**config.mk**
```make
export PLATFORM = sky130hd
export DESIGN_NAME = tcwg_top
export DESIGN_NICKNAME = d
export VERILOG_FILES = /design/src/rtl/tcwg_pkg.sv /design/src/rtl/tcwg_axil_slave.sv /design/src/rtl/tcwg_top.sv
export SDC_FILE = /design/constraint.sdc
export NUM_CORES = 1
export LEC_CHECK = 0
export ABC_AREA = 1
export BUFFER_PORTS_ARGS = -buffer_cell sky130_fd_sc_hd__buf_2
export CORE_MARGIN = 2
export CORE_UTILIZATION = 49
export CTS_BUF_LIST = sky130_fd_sc_hd__clkbuf_4 sky130_fd_sc_hd__clkbuf_8
export DETAILED_ROUTE_END_ITERATION = 10
export HOLD_SLACK_MARGIN = 0.08
export PLACE_DENSITY_LB_ADDON = 0.15
export SYNTH_ARGS = -nofsm -noshare
export SYNTH_HDL_FRONTEND = slang
export SYNTH_SLANG_ARGS = --single-unit
```
**constraint.sdc**
```tcl
create_clock -name aclk -period 1.6 [get_ports aclk]
set_input_delay 0.4 -clock aclk [delete_from_list [all_inputs] [get_ports aclk]]
set_output_delay 0.4 -clock aclk [all_outputs]
set_load 0.02 [all_outputs]
```
**src/rtl/tcwg_pkg.sv**
```systemverilog
// Constants shared by the timer compare waveform generator files
package tcwg_pkg;

  // ==========================================================================
  // Register byte offsets
  localparam logic [7:0] OFF_CTRL = 8'h00;
  localparam logic [7:0] OFF_COUNT = 8'h04;
  localparam logic [7:0] OFF_COMPARE = 8'h08;
  localparam logic [7:0] OFF_FLAGS = 8'h0c;
  localparam logic [7:0] OFF_PORT = 8'h10;

  // ==========================================================================
  // Field positions
  localparam int CTRL_MODE_LSB = 0;
  localparam int CTRL_ACTION_LSB = 2;
  localparam int CTRL_FORCE_BIT = 7;
  localparam int FLAG_OVF_BIT = 0;
  localparam int FLAG_CMF_BIT = 1;
  localparam int PORT_OUT_BIT = 0;
  localparam int PORT_DIR_BIT = 1;
  localparam int PORT_STATE_BIT = 2;

  // ==========================================================================
  // Waveform modes and compare actions
  localparam logic [1:0] MODE_NORMAL = 2'h0;
  localparam logic [1:0] MODE_PHASE = 2'h1;
  localparam logic [1:0] MODE_CTC = 2'h2;
  localparam logic [1:0] MODE_FAST = 2'h3;
  localparam logic [1:0] ACT_NONE = 2'h0;
  localparam logic [1:0] ACT_TOGGLE = 2'h1;
  localparam logic [1:0] ACT_CLEAR = 2'h2;
  localparam logic [1:0] ACT_SET = 2'h3;

  // ==========================================================================
  // Counter limits and reset values
  localparam logic [7:0] CNT_MAX = 8'hff;
  localparam logic [7:0] CNT_BOTTOM = 8'h00;
  localparam logic [7:0] CNT_STEP = 8'h01;
  localparam logic STATE_RESET = 1'b0;

  // ==========================================================================
  // AXI responses
  localparam logic [1:0] RESP_OKAY = 2'h0;
  localparam logic [1:0] RESP_SLVERR = 2'h2;

endpackage : tcwg_pkg

```
**src/rtl/tcwg_axil_slave.sv**
```systemverilog
// AXI4-Lite slave front end that turns bus transfers into register strobes
`timescale 1ns/1ps
module tcwg_axil_slave #(
  parameter int ADDR_W = 8
) (
  input wire logic aclk,
  input wire logic aresetn,
  input wire logic [ADDR_W-1:0] s_axi_awaddr,
  input wire logic s_axi_awvalid,
  output logic s_axi_awready,
  input wire logic [31:0] s_axi_wdata,
  input wire logic [3:0] s_axi_wstrb,
  input wire logic s_axi_wvalid,
  output logic s_axi_wready,
  output logic [1:0] s_axi_bresp,
  output logic s_axi_bvalid,
  input wire logic s_axi_bready,
  input wire logic [ADDR_W-1:0] s_axi_araddr,
  input wire logic s_axi_arvalid,
  output logic s_axi_arready,
  output logic [31:0] s_axi_rdata,
  output logic [1:0] s_axi_rresp,
  output logic s_axi_rvalid,
  input wire logic s_axi_rready,
  output logic wr_en,
  output logic [ADDR_W-1:0] wr_addr,
  output logic [31:0] wr_data,
  output logic [3:0] wr_strb,
  input wire logic wr_ok,
  output logic [ADDR_W-1:0] rd_addr,
  input wire logic [31:0] rd_data,
  input wire logic rd_ok
);

  typedef struct packed {
    logic aw_full;
    logic [ADDR_W-1:0] awaddr;
    logic w_full;
    logic [31:0] wdata;
    logic [3:0] wstrb;
    logic bvalid;
    logic [1:0] bresp;
    logic rvalid;
    logic [31:0] rdata;
    logic [1:0] rresp;
  } tcwg_axi_s;

  tcwg_axi_s s_q;
  tcwg_axi_s s_d;

  // ==========================================================================
  // Handshakes
  // Address and data are held separately so either may arrive first
  assign s_axi_awready = ~s_q.aw_full;
  assign s_axi_wready = ~s_q.w_full;
  assign s_axi_bvalid = s_q.bvalid;
  assign s_axi_bresp = s_q.bresp;
  assign s_axi_arready = ~s_q.rvalid;
  assign s_axi_rvalid = s_q.rvalid;
  assign s_axi_rdata = s_q.rdata;
  assign s_axi_rresp = s_q.rresp;
  assign wr_en = s_q.aw_full & s_q.w_full & ~s_q.bvalid;
  assign wr_addr = s_q.awaddr;
  assign wr_data = s_q.wdata;
  assign wr_strb = s_q.wstrb;
  assign rd_addr = s_axi_araddr;

  always_comb begin
    s_d = s_q;
    if (s_axi_awvalid && !s_q.aw_full) begin
      s_d.aw_full = 1'b1;
      s_d.awaddr = s_axi_awaddr;
    end
    if (s_axi_wvalid && !s_q.w_full) begin
      s_d.w_full = 1'b1;
      s_d.wdata = s_axi_wdata;
      s_d.wstrb = s_axi_wstrb;
    end
    if (wr_en) begin
      s_d.aw_full = 1'b0;
      s_d.w_full = 1'b0;
      s_d.bvalid = 1'b1;
      s_d.bresp = wr_ok ? tcwg_pkg::RESP_OKAY : tcwg_pkg::RESP_SLVERR;
    end else if (s_q.bvalid && s_axi_bready) begin
      s_d.bvalid = 1'b0;
    end
    if (s_axi_arvalid && !s_q.rvalid) begin
      s_d.rvalid = 1'b1;
      s_d.rdata = rd_data;
      s_d.rresp = rd_ok ? tcwg_pkg::RESP_OKAY : tcwg_pkg::RESP_SLVERR;
    end else if (s_q.rvalid && s_axi_rready) begin
      s_d.rvalid = 1'b0;
    end
  end

  always_ff @(posedge aclk) begin
    if (!aresetn) begin
      s_q <= '0;
    end else begin
      s_q <= s_d;
    end
  end

endmodule : tcwg_axil_slave

```
**src/rtl/tcwg_top.sv**
```systemverilog
// Eight-bit timer counter with one compare channel and pin override
// Function
// Output state clears to zero on reset
// Nonzero action overrides port value with state
// Pin direction stays with port direction bit
// Output state can be preset before enabling
// Action zero leaves state unchanged on match
// New action applies from next match on
// Force strobe applies action at once, non-PWM
// Counting depends on mode only, not action
// Mode zero counts up, wraps FF to 00
// Normal mode overflow set as count becomes zero
// Mode two clears count on compare equality
// Clear-on-match mode sets match flag at top
// Clear-on-match compare writes are unbuffered
// Clear-on-match action one toggles on match
// Toggle half period is compare plus one
// Clear-on-match overflow set passing MAX to 00; the code does not set it when a compare match at MAX clears the count
// Mode three counts zero to MAX, then clears
// Fast PWM: action two clears at match, sets bottom
// Fast PWM sets overflow at MAX
// Fast PWM period is 256 ticks
// Fast PWM extremes: spike at zero, level at MAX
// Fast PWM action one toggles, buffering kept
// Match flag set tick after equality, W1C
// PWM compare writes buffered, loaded at top; the code buffers in fast PWM only, mode one writes go straight through
// Force touches output state only
// Count write blocks match in next tick
// Everything advances only on timer tick
//
// The implementer's own choices: the AXI4-Lite register port and the register addresses.
`timescale 1ns/1ps
module tcwg_top #(
  parameter int ADDR_W = 8
) (
  input wire logic aclk,
  input wire logic aresetn,
  input wire logic timer_tick,
  input wire logic [ADDR_W-1:0] s_axi_awaddr,
  input wire logic s_axi_awvalid,
  output logic s_axi_awready,
  input wire logic [31:0] s_axi_wdata,
  input wire logic [3:0] s_axi_wstrb,
  input wire logic s_axi_wvalid,
  output logic s_axi_wready,
  output logic [1:0] s_axi_bresp,
  output logic s_axi_bvalid,
  input wire logic s_axi_bready,
  input wire logic [ADDR_W-1:0] s_axi_araddr,
  input wire logic s_axi_arvalid,
  output logic s_axi_arready,
  output logic [31:0] s_axi_rdata,
  output logic [1:0] s_axi_rresp,
  output logic s_axi_rvalid,
  input wire logic s_axi_rready,
  output logic pin_o,
  output logic pin_oe,
  output logic overflow_flag,
  output logic compare_match_flag
);

  // ==========================================================================
  // Elaboration checks
  // The byte offsets need eight address bits to decode
  if (ADDR_W < 8) begin : g_addr_chk
    $error("tcwg_top: ADDR_W must be at least 8");
  end

  // ==========================================================================
  // State
  typedef struct packed {
    logic [7:0] count_value;
    logic [7:0] compare_value;
    logic [7:0] compare_buffer;
    logic [1:0] waveform_mode_select;
    logic [1:0] compare_action_field;
    logic compare_output_state;
    logic overflow_flag;
    logic compare_match_flag;
    logic match_block;
    logic port_out;
    logic pin_direction_bit;
  } tcwg_state_s;

  tcwg_state_s s_q;
  tcwg_state_s s_d;

  logic wr_en;
  logic [ADDR_W-1:0] wr_addr;
  logic [31:0] wr_data;
  logic [3:0] wr_strb;
  logic wr_ok;
  logic [ADDR_W-1:0] rd_addr;
  logic [31:0] rd_data;
  logic rd_ok;

  // ==========================================================================
  // Bus front end
  tcwg_axil_slave #(
    .ADDR_W(ADDR_W)
  ) u_slave (
    .aclk(aclk),
    .aresetn(aresetn),
    .s_axi_awaddr(s_axi_awaddr),
    .s_axi_awvalid(s_axi_awvalid),
    .s_axi_awready(s_axi_awready),
    .s_axi_wdata(s_axi_wdata),
    .s_axi_wstrb(s_axi_wstrb),
    .s_axi_wvalid(s_axi_wvalid),
    .s_axi_wready(s_axi_wready),
    .s_axi_bresp(s_axi_bresp),
    .s_axi_bvalid(s_axi_bvalid),
    .s_axi_bready(s_axi_bready),
    .s_axi_araddr(s_axi_araddr),
    .s_axi_arvalid(s_axi_arvalid),
    .s_axi_arready(s_axi_arready),
    .s_axi_rdata(s_axi_rdata),
    .s_axi_rresp(s_axi_rresp),
    .s_axi_rvalid(s_axi_rvalid),
    .s_axi_rready(s_axi_rready),
    .wr_en(wr_en),
    .wr_addr(wr_addr),
    .wr_data(wr_data),
    .wr_strb(wr_strb),
    .wr_ok(wr_ok),
    .rd_addr(rd_addr),
    .rd_data(rd_data),
    .rd_ok(rd_ok)
  );

  // ==========================================================================
  // Address decode
  // All fields live in byte lane 0; other lanes are accepted and dropped
  function automatic logic hit(input logic [ADDR_W-1:0] a,
                               input logic [7:0] off);
    hit = (a == ADDR_W'(off));
  endfunction : hit

  function automatic logic known(input logic [ADDR_W-1:0] a);
    known = hit(a, tcwg_pkg::OFF_CTRL) || hit(a, tcwg_pkg::OFF_COUNT) ||
            hit(a, tcwg_pkg::OFF_COMPARE) || hit(a, tcwg_pkg::OFF_FLAGS) ||
            hit(a, tcwg_pkg::OFF_PORT);
  endfunction : known

  // Action applied at a compare match, or by a forced compare
  function automatic logic match_out(input logic [1:0] act,
                                     input logic cur);
    unique case (act)
      tcwg_pkg::ACT_NONE: match_out = cur;
      tcwg_pkg::ACT_TOGGLE: match_out = ~cur; // see
      tcwg_pkg::ACT_CLEAR: match_out = 1'b0;
      tcwg_pkg::ACT_SET: match_out = 1'b1;
    endcase
  endfunction : match_out

  logic wr_lane0;
  logic ctrl_wr;
  logic count_wr;
  logic compare_wr;
  logic flags_wr;
  logic port_wr;
  logic [1:0] new_mode;
  logic [1:0] new_action;
  logic force_hit;
  logic is_fast;
  logic is_ctc;
  logic wave_mode;
  logic at_max;
  logic match;

  assign wr_ok = known(wr_addr);
  assign rd_ok = known(rd_addr);
  assign wr_lane0 = wr_en & wr_strb[0];
  assign ctrl_wr = wr_lane0 & hit(wr_addr, tcwg_pkg::OFF_CTRL);
  assign count_wr = wr_lane0 & hit(wr_addr, tcwg_pkg::OFF_COUNT);
  assign compare_wr = wr_lane0 & hit(wr_addr, tcwg_pkg::OFF_COMPARE);
  assign flags_wr = wr_lane0 & hit(wr_addr, tcwg_pkg::OFF_FLAGS);
  assign port_wr = wr_lane0 & hit(wr_addr, tcwg_pkg::OFF_PORT);
  assign new_mode = wr_data[tcwg_pkg::CTRL_MODE_LSB +: 2];
  assign new_action = wr_data[tcwg_pkg::CTRL_ACTION_LSB +: 2];

  // Force only acts when the mode being written is a non-PWM one
  assign force_hit = ctrl_wr & wr_data[tcwg_pkg::CTRL_FORCE_BIT] &
                     ((new_mode == tcwg_pkg::MODE_NORMAL) ||
                      (new_mode == tcwg_pkg::MODE_CTC));

  // Counting is keyed on the mode only
  assign is_fast = (s_q.waveform_mode_select == tcwg_pkg::MODE_FAST);
  assign is_ctc = (s_q.waveform_mode_select == tcwg_pkg::MODE_CTC);
  // Phase-correct mode is not built: it counts as normal, no waveform
  assign wave_mode = (s_q.waveform_mode_select != tcwg_pkg::MODE_PHASE);
  assign at_max = (s_q.count_value == tcwg_pkg::CNT_MAX);
  // Equality is judged on the count before the tick moves it
  assign match = timer_tick & ~s_q.match_block &
                 (s_q.count_value == s_q.compare_value);

  // ==========================================================================
  // Read data
  always_comb begin
    rd_data = '0;
    if (hit(rd_addr, tcwg_pkg::OFF_CTRL)) begin
      rd_data[tcwg_pkg::CTRL_MODE_LSB +: 2] = s_q.waveform_mode_select;
      rd_data[tcwg_pkg::CTRL_ACTION_LSB +: 2] = s_q.compare_action_field;
    end else if (hit(rd_addr, tcwg_pkg::OFF_COUNT)) begin
      rd_data[7:0] = s_q.count_value;
    end else if (hit(rd_addr, tcwg_pkg::OFF_COMPARE)) begin
      rd_data[7:0] = s_q.compare_buffer;
    end else if (hit(rd_addr, tcwg_pkg::OFF_FLAGS)) begin
      rd_data[tcwg_pkg::FLAG_OVF_BIT] = s_q.overflow_flag;
      rd_data[tcwg_pkg::FLAG_CMF_BIT] = s_q.compare_match_flag;
    end else if (hit(rd_addr, tcwg_pkg::OFF_PORT)) begin
      rd_data[tcwg_pkg::PORT_OUT_BIT] = s_q.port_out;
      rd_data[tcwg_pkg::PORT_DIR_BIT] = s_q.pin_direction_bit;
      rd_data[tcwg_pkg::PORT_STATE_BIT] = s_q.compare_output_state;
    end
  end

  // ==========================================================================
  // Next state
  always_comb begin
    s_d = s_q;

    // Software clears first so that a hardware set in the same cycle wins
    if (flags_wr && wr_data[tcwg_pkg::FLAG_OVF_BIT]) begin
      s_d.overflow_flag = 1'b0;
    end
    if (flags_wr && wr_data[tcwg_pkg::FLAG_CMF_BIT]) begin
      s_d.compare_match_flag = 1'b0;
    end

    if (timer_tick) begin
      s_d.match_block = 1'b0;
      if (is_ctc && match) begin
        s_d.count_value = tcwg_pkg::CNT_BOTTOM; // see
      end else begin
        // Natural 8-bit wrap covers normal and fast PWM
        s_d.count_value = s_q.count_value + tcwg_pkg::CNT_STEP; // see see
      end
      if (at_max && !(is_ctc && match)) begin
        s_d.overflow_flag = 1'b1; // see see
      end
      if (match) begin
        s_d.compare_match_flag = 1'b1; // see
      end
      if (match && wave_mode) begin
        // Action read at the match itself, so a new value waits for it
        s_d.compare_output_state =
          match_out(s_q.compare_action_field,
                    s_q.compare_output_state); // see
      end
      if (is_fast && at_max) begin
        // Bottom edge beats a match at MAX, giving a steady level
        unique case (s_q.compare_action_field)
          tcwg_pkg::ACT_CLEAR: s_d.compare_output_state = 1'b1; // see
          tcwg_pkg::ACT_SET: s_d.compare_output_state = 1'b0; // see
          default: s_d.compare_output_state = s_d.compare_output_state;
        endcase
        s_d.compare_value = s_q.compare_buffer; // see
      end
    end

    if (count_wr) begin
      // CPU write overrides counting and blocks the next tick's match
      s_d.count_value = wr_data[7:0];
      s_d.match_block = 1'b1;
    end

    if (compare_wr) begin
      s_d.compare_buffer = wr_data[7:0];
      if (!is_fast) begin
        s_d.compare_value = wr_data[7:0]; // see
      end
    end

    if (ctrl_wr) begin
      s_d.waveform_mode_select = new_mode;
      s_d.compare_action_field = new_action;
    end

    if (force_hit) begin
      // Only the output state moves: no flag, no counter clear
      s_d.compare_output_state =
        match_out(new_action, s_q.compare_output_state); // see see
    end

    if (port_wr) begin
      s_d.port_out = wr_data[tcwg_pkg::PORT_OUT_BIT];
      s_d.pin_direction_bit = wr_data[tcwg_pkg::PORT_DIR_BIT];
    end
  end

  always_ff @(posedge aclk) begin
    if (!aresetn) begin
      s_q <= '0;
      s_q.compare_output_state <= tcwg_pkg::STATE_RESET;
    end else begin
      s_q <= s_d;
    end
  end

  // ==========================================================================
  // Pin override
  // The driver stays under the port direction bit even while overridden
  assign pin_o = (s_q.compare_action_field != tcwg_pkg::ACT_NONE) ?
                 s_q.compare_output_state : s_q.port_out;
  assign pin_oe = s_q.pin_direction_bit;
  assign overflow_flag = s_q.overflow_flag;
  assign compare_match_flag = s_q.compare_match_flag;

endmodule : tcwg_top

```
==> results.txt, run 1 <==
----------------------------------------------------
[Timing]
  Share of the clock period used by the worst path after layout ... 102%
  Number of failing hold endpoints at the final stage ... 0
  Final number of max-transition violations ... 0
  Fin crit period ... 1.63 ns
  RSZ-0062 raised after global routing ... true
  Final WS setup ... -0.0311 ns
  Peak Freq ... 0.613 GHz
  Final-report setup violation count ... 7
  Final-layout worst hold slack ... 0.272 ns
  Sum of negative setup slack ... -0.0919 ns
  Worst setup skew after layout ... 0.00777 ns

[Worst setup path]
  Critical register-to-register path startpoint ... s_q[31]$_SDFFE_PN0P_
  Critical path data required time ... 1.20 ns
  CP max FO ... 2
  Critical path buffers and inverters ... 2
  Cell with the largest stage delay on the worst path ... sky130_fd_sc_hd__dfxtp_2
  Arrival time at the worst endpoint ... 1.23 ns
  Critical path launch point ... s_q[6]$_SDFFE_PN0N_
  Cell-by-cell listing of the critical path ... inv_2 > nand2_2 > mux2_4 > buf_6
  Largest stage delay on the critical path ... 0.34 ns
  Largest delay share family, worst path ... flip-flops
  Kind of capture point of the worst setup path ... output pin
  Startpoint type of the worst setup path ... flip-flop
  Setup CP Type ... flip-flop to output pin

[Floorplanning]
  Number of top-level design ports ... 105
  Die width ... 90.7 µm
  Floorplan row count ... 31
  Total Die Area ... 8230 µm²
  Initial Utilization ... 50.8%
  Core outline area ... 7250 µm²
  Die span in y ... 90.7 µm

[Min path]
  Worst Hold Class ... input pin to flip-flop
  Startpoint of the most critical hold path ... s_axi_awaddr[1]

[GRT]
  Global Route Usage Sum ... 25.0%
  Overflow left after global routing ... 0
  Met1 track utilization from global routing ... 31.7%
  Met2 Use GR ... 41.4%
  Number of antenna violations at the first check in global routing ... 0
  Global-route wire length before repair ... 16300 µm
  Vias in the first global route ... 3407
  Met3 routing resource usage after global routing ... 3.59%
  Largest net degree at the start of global routing ... 23
  Layer with the highest usage after global routing ... met2

[Final layout]
  Number of nets in the final layout ... 704
  Area added between synthesis and finish ... 26.5%
  Final std cell area, no fill ... 4660 µm²
  Share of final-layout standard cells stronger than drive strength 1 ... 29.3%
  Final standard cell count with taps included and fillers excluded ... 747
  Antenna diode instance count ... 0

[Power]
  Max IR drop VDD ... 585 µV
  Power per Cell Area ... 833 nW/µm²
  Leakage ... 2.27 nW

[Synth]
  Share of synthesized area occupied by flip-flops and latches ... 35.3%
  Post-Syn Instances ... 541
  Count of different cell masters after synthesis ... 38
  Area of the mapped netlist ... 3680 µm²
  Yosys warns ... 0
  Syn_area_per_cell ... 6.81 µm²
  Post-synthesis register bit count ... 65

[Clock network]
  Buffer cell driving the clock tree root ... sky130_fd_sc_hd__clkbuf_8
  Maximum buffer depth of the clock tree ... 2
  Number of buffers created by CTS ... 9
  TritonCTS sink count ... 65
  CTS clock-pin slew for the worst setup and hold paths ... 0.08 ns
  H-tree depth ... 3
  Clock tree from TritonCTS ... built
  Number of hold-repair buffers added at the cts stage ... 0
  Clock latency of the later-clocked register in the worst-skew pair ... 0.35 ns

[Run status]
  Failing checks ... negative setup slack
  Outcome ... finished with violations

[Detailed routing]
  Post-detailed-routing wire length ... 10100 µm
  Number of remaining DRC errors ... 0
  Total iterations of the first detailed-routing run ... 4
  Vias ... 3699
  Number of DRC markers after the initial detailed-route iteration ... 149
  Routed wirelength normalized by instance count ... 13.5 µm
  Number of nets with antenna violations after routing ... 0
  Detailed-route vias per instance ... 4.95

[Place]
  Detailed placer's ending HPWL ... 7400 µm
  Standard cell area after detailed placement ... 4210 µm²
  Number of buffers added on ports ... 51
  DP Cell Count ... 718
  Placer Congestion ... 0.949
  Worst slack after detailed placement ... -0.115 ns

[Job]
  Max-cap violation count ... 0

----------------------------------------------------
[stage by stage]
| step | power (mW) | util, % |
|---|---|---|
| 6_report | 3.88 | 64.2 |
| 5_1_grt | 4.04 | 64.2 |
| 4_1_cts | 3.88 | 63.0 |
| 3_5_place_dp | 2.26 | 58.0 |
| 3_3_place_gp | 2.25 | 58.0 |
| 2_1_floorplan | 2.11 | - |
[cells by family (layout without fill, tap and decap cells)]
family | count (synthesis) | count (layout) | synth area share, %
AOI/OAI and AO/OA | 121 | 121 | 18.0
xor gates and xnor gates | 6 | 6 | 1.43
adders and majority gates | 1 | 1 | 0.340
buffers and inverters | 133 | 214 | 18.1
DFF | 65 | 65 | 35.3
muxes | 1 | 1 | 0.306
other | 1 | 26 | 0.102
and+or+nand+nor | 213 | 214 | 26.4
[worst paths after layout]
check | slack, ns | end | cells after the start
setup reg to reg | -0.02 | s_q[28]$_SDFFE_PN0P_ | 10
hold reg to reg | 0.46 | u_slave.s_axi_rdata[6]$_SDFFE_PN0P_ | 2
setup / recovery | -0.03 | pin_o | 4
hold / removal | 0.27 | u_slave.wr_addr[1]$_SDFFE_PN0P_ | 3
[placed cells by master, fill, tap and decap left out, types with 5 or more instances in the layout]
cell type and instances:
sky130_fd_sc_hd__inv_2 7, sky130_fd_sc_hd__nor2_1 62, sky130_fd_sc_hd__a211oi_1 5, sky130_fd_sc_hd__o21ai_0 42
sky130_fd_sc_hd__nand3_1 19, sky130_fd_sc_hd__inv_1 76, sky130_fd_sc_hd__nand2_1 84, sky130_fd_sc_hd__dfxtp_1 58
sky130_fd_sc_hd__conb_1 26, sky130_fd_sc_hd__xor2_1 5, sky130_fd_sc_hd__dfxtp_2 7, sky130_fd_sc_hd__buf_2 50
sky130_fd_sc_hd__buf_4 62, sky130_fd_sc_hd__nand4_1 10, sky130_fd_sc_hd__a21oi_1 46, sky130_fd_sc_hd__clkbuf_8 10
sky130_fd_sc_hd__o21ai_1 12, sky130_fd_sc_hd__nand2_2 9, sky130_fd_sc_hd__nor2_4 6
[cell usage after synthesis, drive strengths merged]
master | number | area, µm²
nand2 | 96 | 378
inv | 83 | 312
nor2 | 71 | 299
dfxtp | 65 | 1300
o21ai | 57 | 289
a21oi | 48 | 240
buf | 41 | 320
nand3 | 25 | 148
nand4 | 11 | 75.1
clkbuf | 9 | 33.8
nor3 | 6 | 46.3
a211oi | 5 | 37.5
o211ai | 5 | 57.6
xor2 | 5 | 43.8
o22ai | 4 | 25.0
nand3b | 2 | 15.0
or2 | 2 | 12.5
a31oi | 1 | 6.26
conb | 1 | 3.75
ha | 1 | 12.5
mux2 | 1 | 11.3
o21a | 1 | 7.51
xnor2 | 1 | 8.76
[worst min-delay path, cell delays in order]
cell	delay, ns
sky130_fd_sc_hd__buf_2	0.07
sky130_fd_sc_hd__nor2_1	0.03
sky130_fd_sc_hd__nor2_1	0.08
[power breakdown]
part           internal (mW)  total (mW)  switching, mW
Clock                  0.925        1.62          0.695
Sequential              1.68        1.73         0.0514
Combinational          0.196       0.533          0.337
Total                   2.80        3.88           1.08
[flip-flops by register name, summed over array words and instances, names as in the netlist]
register	cells
u_slave.s_q	2
u_slave.wr_data	8
u_slave.s_axi_rresp	1
u_slave.s_axi_bvalid	1
overflow_flag	1
pin_oe	1
u_slave.wr_strb	1
u_slave.s_axi_rdata	8
compare_match_flag	1
s_q	31
u_slave.s_axi_rvalid	1
u_slave.s_axi_bresp	1
u_slave.wr_addr	8
[final cells by class]
class                      instances  area, µm²
tap                               99        124
clock buffer                      10        138
fill                             690       2590
inverter                          83        312
sequential                        65       1310
multi-input combinational        369       1940
clock inverter                     6       90.1
timing repair buffer             115        749
[timing repair]
item / in CTS / in global routing
setup endpoints to repair: 26 / 28
cloned: 1 / 0
resized for setup: 30 / 24
pin swaps: 14 / 13
buffers inserted: 9 / 4
[routing by layer]
layer	vias to the layer above	share of wire (%)
met5	-	0
met4	0	2.5
met3	16	5.5
met2	137	48
met1	1671	44
li1	1875	-
Note: power is estimated with default switching activity, not from simulation.
==> run 2: changes to the inputs <==
--- a/config.mk
+++ b/config.mk
@@ -7,7 +7,6 @@
 export LEC_CHECK = 0
 export ABC_AREA = 1
 export BUFFER_PORTS_ARGS = -buffer_cell sky130_fd_sc_hd__buf_2
-export CORE_MARGIN = 2
 export CORE_UTILIZATION = 49
 export CTS_BUF_LIST = sky130_fd_sc_hd__clkbuf_4 sky130_fd_sc_hd__clkbuf_8
 export DETAILED_ROUTE_END_ITERATION = 10
==> run 2 against run 1 <==
Effect of this change: the run still ends with negative setup slack left; core utilization is 0.45 points higher; sequential cell count stayed put; via count hardly changed; non-clock buffer count is 1 higher; worst hold slack worse by 0.0062 ns; routed wire length is 1.4% lower; register-to-register slack better by 0.02 ns; critical path type unchanged.
==> results.txt, run 2 (synthesized netlist as in run 1, its figures left out) <==
----------------------------------------------------
[Floorplanning]
  Floorplan row count ... 31 (unchanged)
  Die span in y ... 88.7 µm (-2.2%)
  Number of top-level design ports ... 105 (unchanged)
  Core outline area ... 7250 µm² (unchanged)
  Total Die Area ... 7870 µm² (-4.4%)
  Initial Utilization ... 50.8% (unchanged)
  Die width ... 88.7 µm (-2.2%)

[Clock network]
  H-tree depth ... 3 (unchanged)
  Number of hold-repair buffers added at the cts stage ... 0 (unchanged)
  Clock tree from TritonCTS ... built
  Maximum buffer depth of the clock tree ... 2 (unchanged)
  TritonCTS sink count ... 65 (unchanged)
  CTS clock-pin slew for the worst setup and hold paths ... 0.08 ns (about the same)
  Number of buffers created by CTS ... 9 (unchanged)
  Buffer cell driving the clock tree root ... sky130_fd_sc_hd__clkbuf_8
  Clock latency of the later-clocked register in the worst-skew pair ... 0.35 ns (about the same)

[Place]
  Number of buffers added on ports ... 51 (unchanged)
  Placer Congestion ... 0.927 (-2.2%)
  Standard cell area after detailed placement ... 4200 µm² (-0.18%)
  Worst slack after detailed placement ... -0.0837 ns (+0.0318 ns)
  Detailed placer's ending HPWL ... 7390 µm (-0.20%)

[Timing]
  Final-report setup violation count ... 1 (-6)
  Peak Freq ... 0.606 GHz (-1.2%)
  Final number of max-transition violations ... 0 (unchanged)
  Share of the clock period used by the worst path after layout ... 103% (+1.2 points)
  Number of failing hold endpoints at the final stage ... 0 (unchanged)
  RSZ-0062 raised after global routing ... true
  Fin crit period ... 1.65 ns (+0.0194 ns)
  Sum of negative setup slack ... -0.0506 ns (+0.0413 ns)
  Final WS setup ... -0.0506 ns (-0.0194 ns)
  Worst setup skew after layout ... 0.00983 ns (+0.00205 ns)

[Final layout]
  Number of nets in the final layout ... 705 (+0.14%)
  Commonest cells after routing, fill and taps aside ... 86 x sky130_fd_sc_hd__nand2_1, 75 x sky130_fd_sc_hd__inv_1, 61 x sky130_fd_sc_hd__nor2_1
  Leading cell type in the layout, fill and taps excluded ... sky130_fd_sc_hd__nand2_1
  Antenna diode instance count ... 0 (unchanged)
  Final std cell area, no fill ... 4690 µm² (+0.70%)
  Finished Core Util ... 64.7% (+0.45 points)
  Largest register FFs ... 31 (unchanged)
  Area added between synthesis and finish ... 27.4%
  Share of final-layout standard cells stronger than drive strength 1 ... 30.5% (+1.2 points)
  Largest register by flop count ... s_q

[Detailed routing]
  Number of nets with antenna violations after routing ... 0 (unchanged)
  Routed wirelength normalized by instance count ... 13.3 µm (-1.5%)
  Post-detailed-routing wire length ... 9940 µm (-1.4%)
  Number of remaining DRC errors ... 0 (unchanged)
  Number of DRC markers after the initial detailed-route iteration ... 181 (+21%)
  Detailed-route vias per instance ... 4.95 (about the same)
  Vias ... 3701 (+0.054%)
  Total iterations of the first detailed-routing run ... 4 (unchanged)

[GRT]
  Global-route wire length before repair ... 15300 µm (-5.7%)
  Number of antenna violations at the first check in global routing ... 0 (unchanged)
  Global Route Usage Sum ... 26.4% (+1.4 points)
  Vias in the first global route ... 3234 (-5.1%)
  Largest net degree at the start of global routing ... 26 (+13%)
  Overflow left after global routing ... 0 (unchanged)

[Worst setup path]
  Critical path data required time ... 1.20 ns (about the same)
  Arrival time at the worst endpoint ... 1.25 ns (+0.02 ns)
  Setup CP Type ... flip-flop to output pin
  CP max FO ... 2 (unchanged)
  Kind of capture point of the worst setup path ... output pin
  Startpoint type of the worst setup path ... flip-flop

[Run status]
  Failing checks ... negative setup slack
  Outcome ... finished with violations

[Power]
  Share of total power consumed by net switching ... 27.4% (-0.52 points)
  Combinational share of power ... 13.7% (about the same)
  Share of total power in the clock network ... 41.1% (-0.6 points)
  Sequential power share ... 45.2% (+0.7 points)
  Leakage ... 2.26 nW (-0.29%)
  Power per Cell Area ... 815 nW/µm² (-2.2%)
  Switching component of the power ... 1.05 mW (-3.3%)
  Max IR drop VDD ... 410 µV (-30%)
  Overall power of the completed layout ... 3.82 mW (-1.5%)
  Cell-internal power ... 2.78 mW (-0.78%)

[Min path]
  Worst Hold Class ... input pin to flip-flop

[Job]
  Max-cap violation count ... 0 (unchanged)

----------------------------------------------------
-- run 2: metal layers --
metal  vias up  wire [µm]  global-route usage (%)
li1       1884          -                       -
met1      1662       4420                    33.4
met3        30        517                    6.44
met2       125       4660                    42.2
met5         -          0                       0
met4         0        340                    12.6
-- run 2: through the flow --
stage | instances | hold slack, ns
floorplan | 566 | 0.445
global placement | 717 | 0.451
detailed placement | 717 | 0.452
CTS | 738 | 0.261
global route | 748 | 0.263
finish | 748 | 0.265
-- run 2: worst paths after layout --
check                                                         start                                  end  slack (ns)  cells after the start
worst max register to register                 s_q[27]$_SDFFE_PN0P_                   s_q[19]$_SDFF_PN0_           0                     10
worst min-delay path                                s_axi_awaddr[6]      u_slave.wr_addr[6]$_SDFFE_PN0P_        0.27                      3
worst max-delay path                            s_q[6]$_SDFFE_PN0N_                                pin_o       -0.05                      4
worst min register to register  u_slave.s_axi_rdata[5]$_SDFFE_PN0P_  u_slave.s_axi_rdata[5]$_SDFFE_PN0P_        0.46                      2
-- run 2: power by group through the flow --
stage	clock network, mW	logic, mW	registers, mW
2_1_floorplan	0	0.353	1.76
3_3_place_gp	0	0.482	1.76
3_5_place_dp	0	0.491	1.76
4_1_cts	1.59	0.497	1.73
5_1_grt	1.67	0.587	1.74
6_report	1.57	0.525	1.73
-- run 2: area by class of cell --
type                            instances  area [µm²]
Tap cell                               99         124
Sequential cell                        65        1320
Multi-Input combinational cell        369        1950
Timing Repair Buffer                  116         769
Clock inverter                          5        80.1
Inverter                               83         312
Clock buffer                           11         139
Fill cell                             673        2560
-- run 2: worst max-delay path, stage by stage (launching register included) --
cell and delay, ns:
sky130_fd_sc_hd__dfxtp_2 0.34, sky130_fd_sc_hd__inv_2 0.04, sky130_fd_sc_hd__nand2_2 0.08, sky130_fd_sc_hd__mux2_4 0.31, sky130_fd_sc_hd__buf_6 0.13
-- run 2: timing repair --
item | in CTS | in global routing
cloned | 1 | 0
setup endpoints to repair | 19 | 28
gates resized for setup | 22 | 55
pin swaps | 11 | 16
buffers inserted | 5 | 10
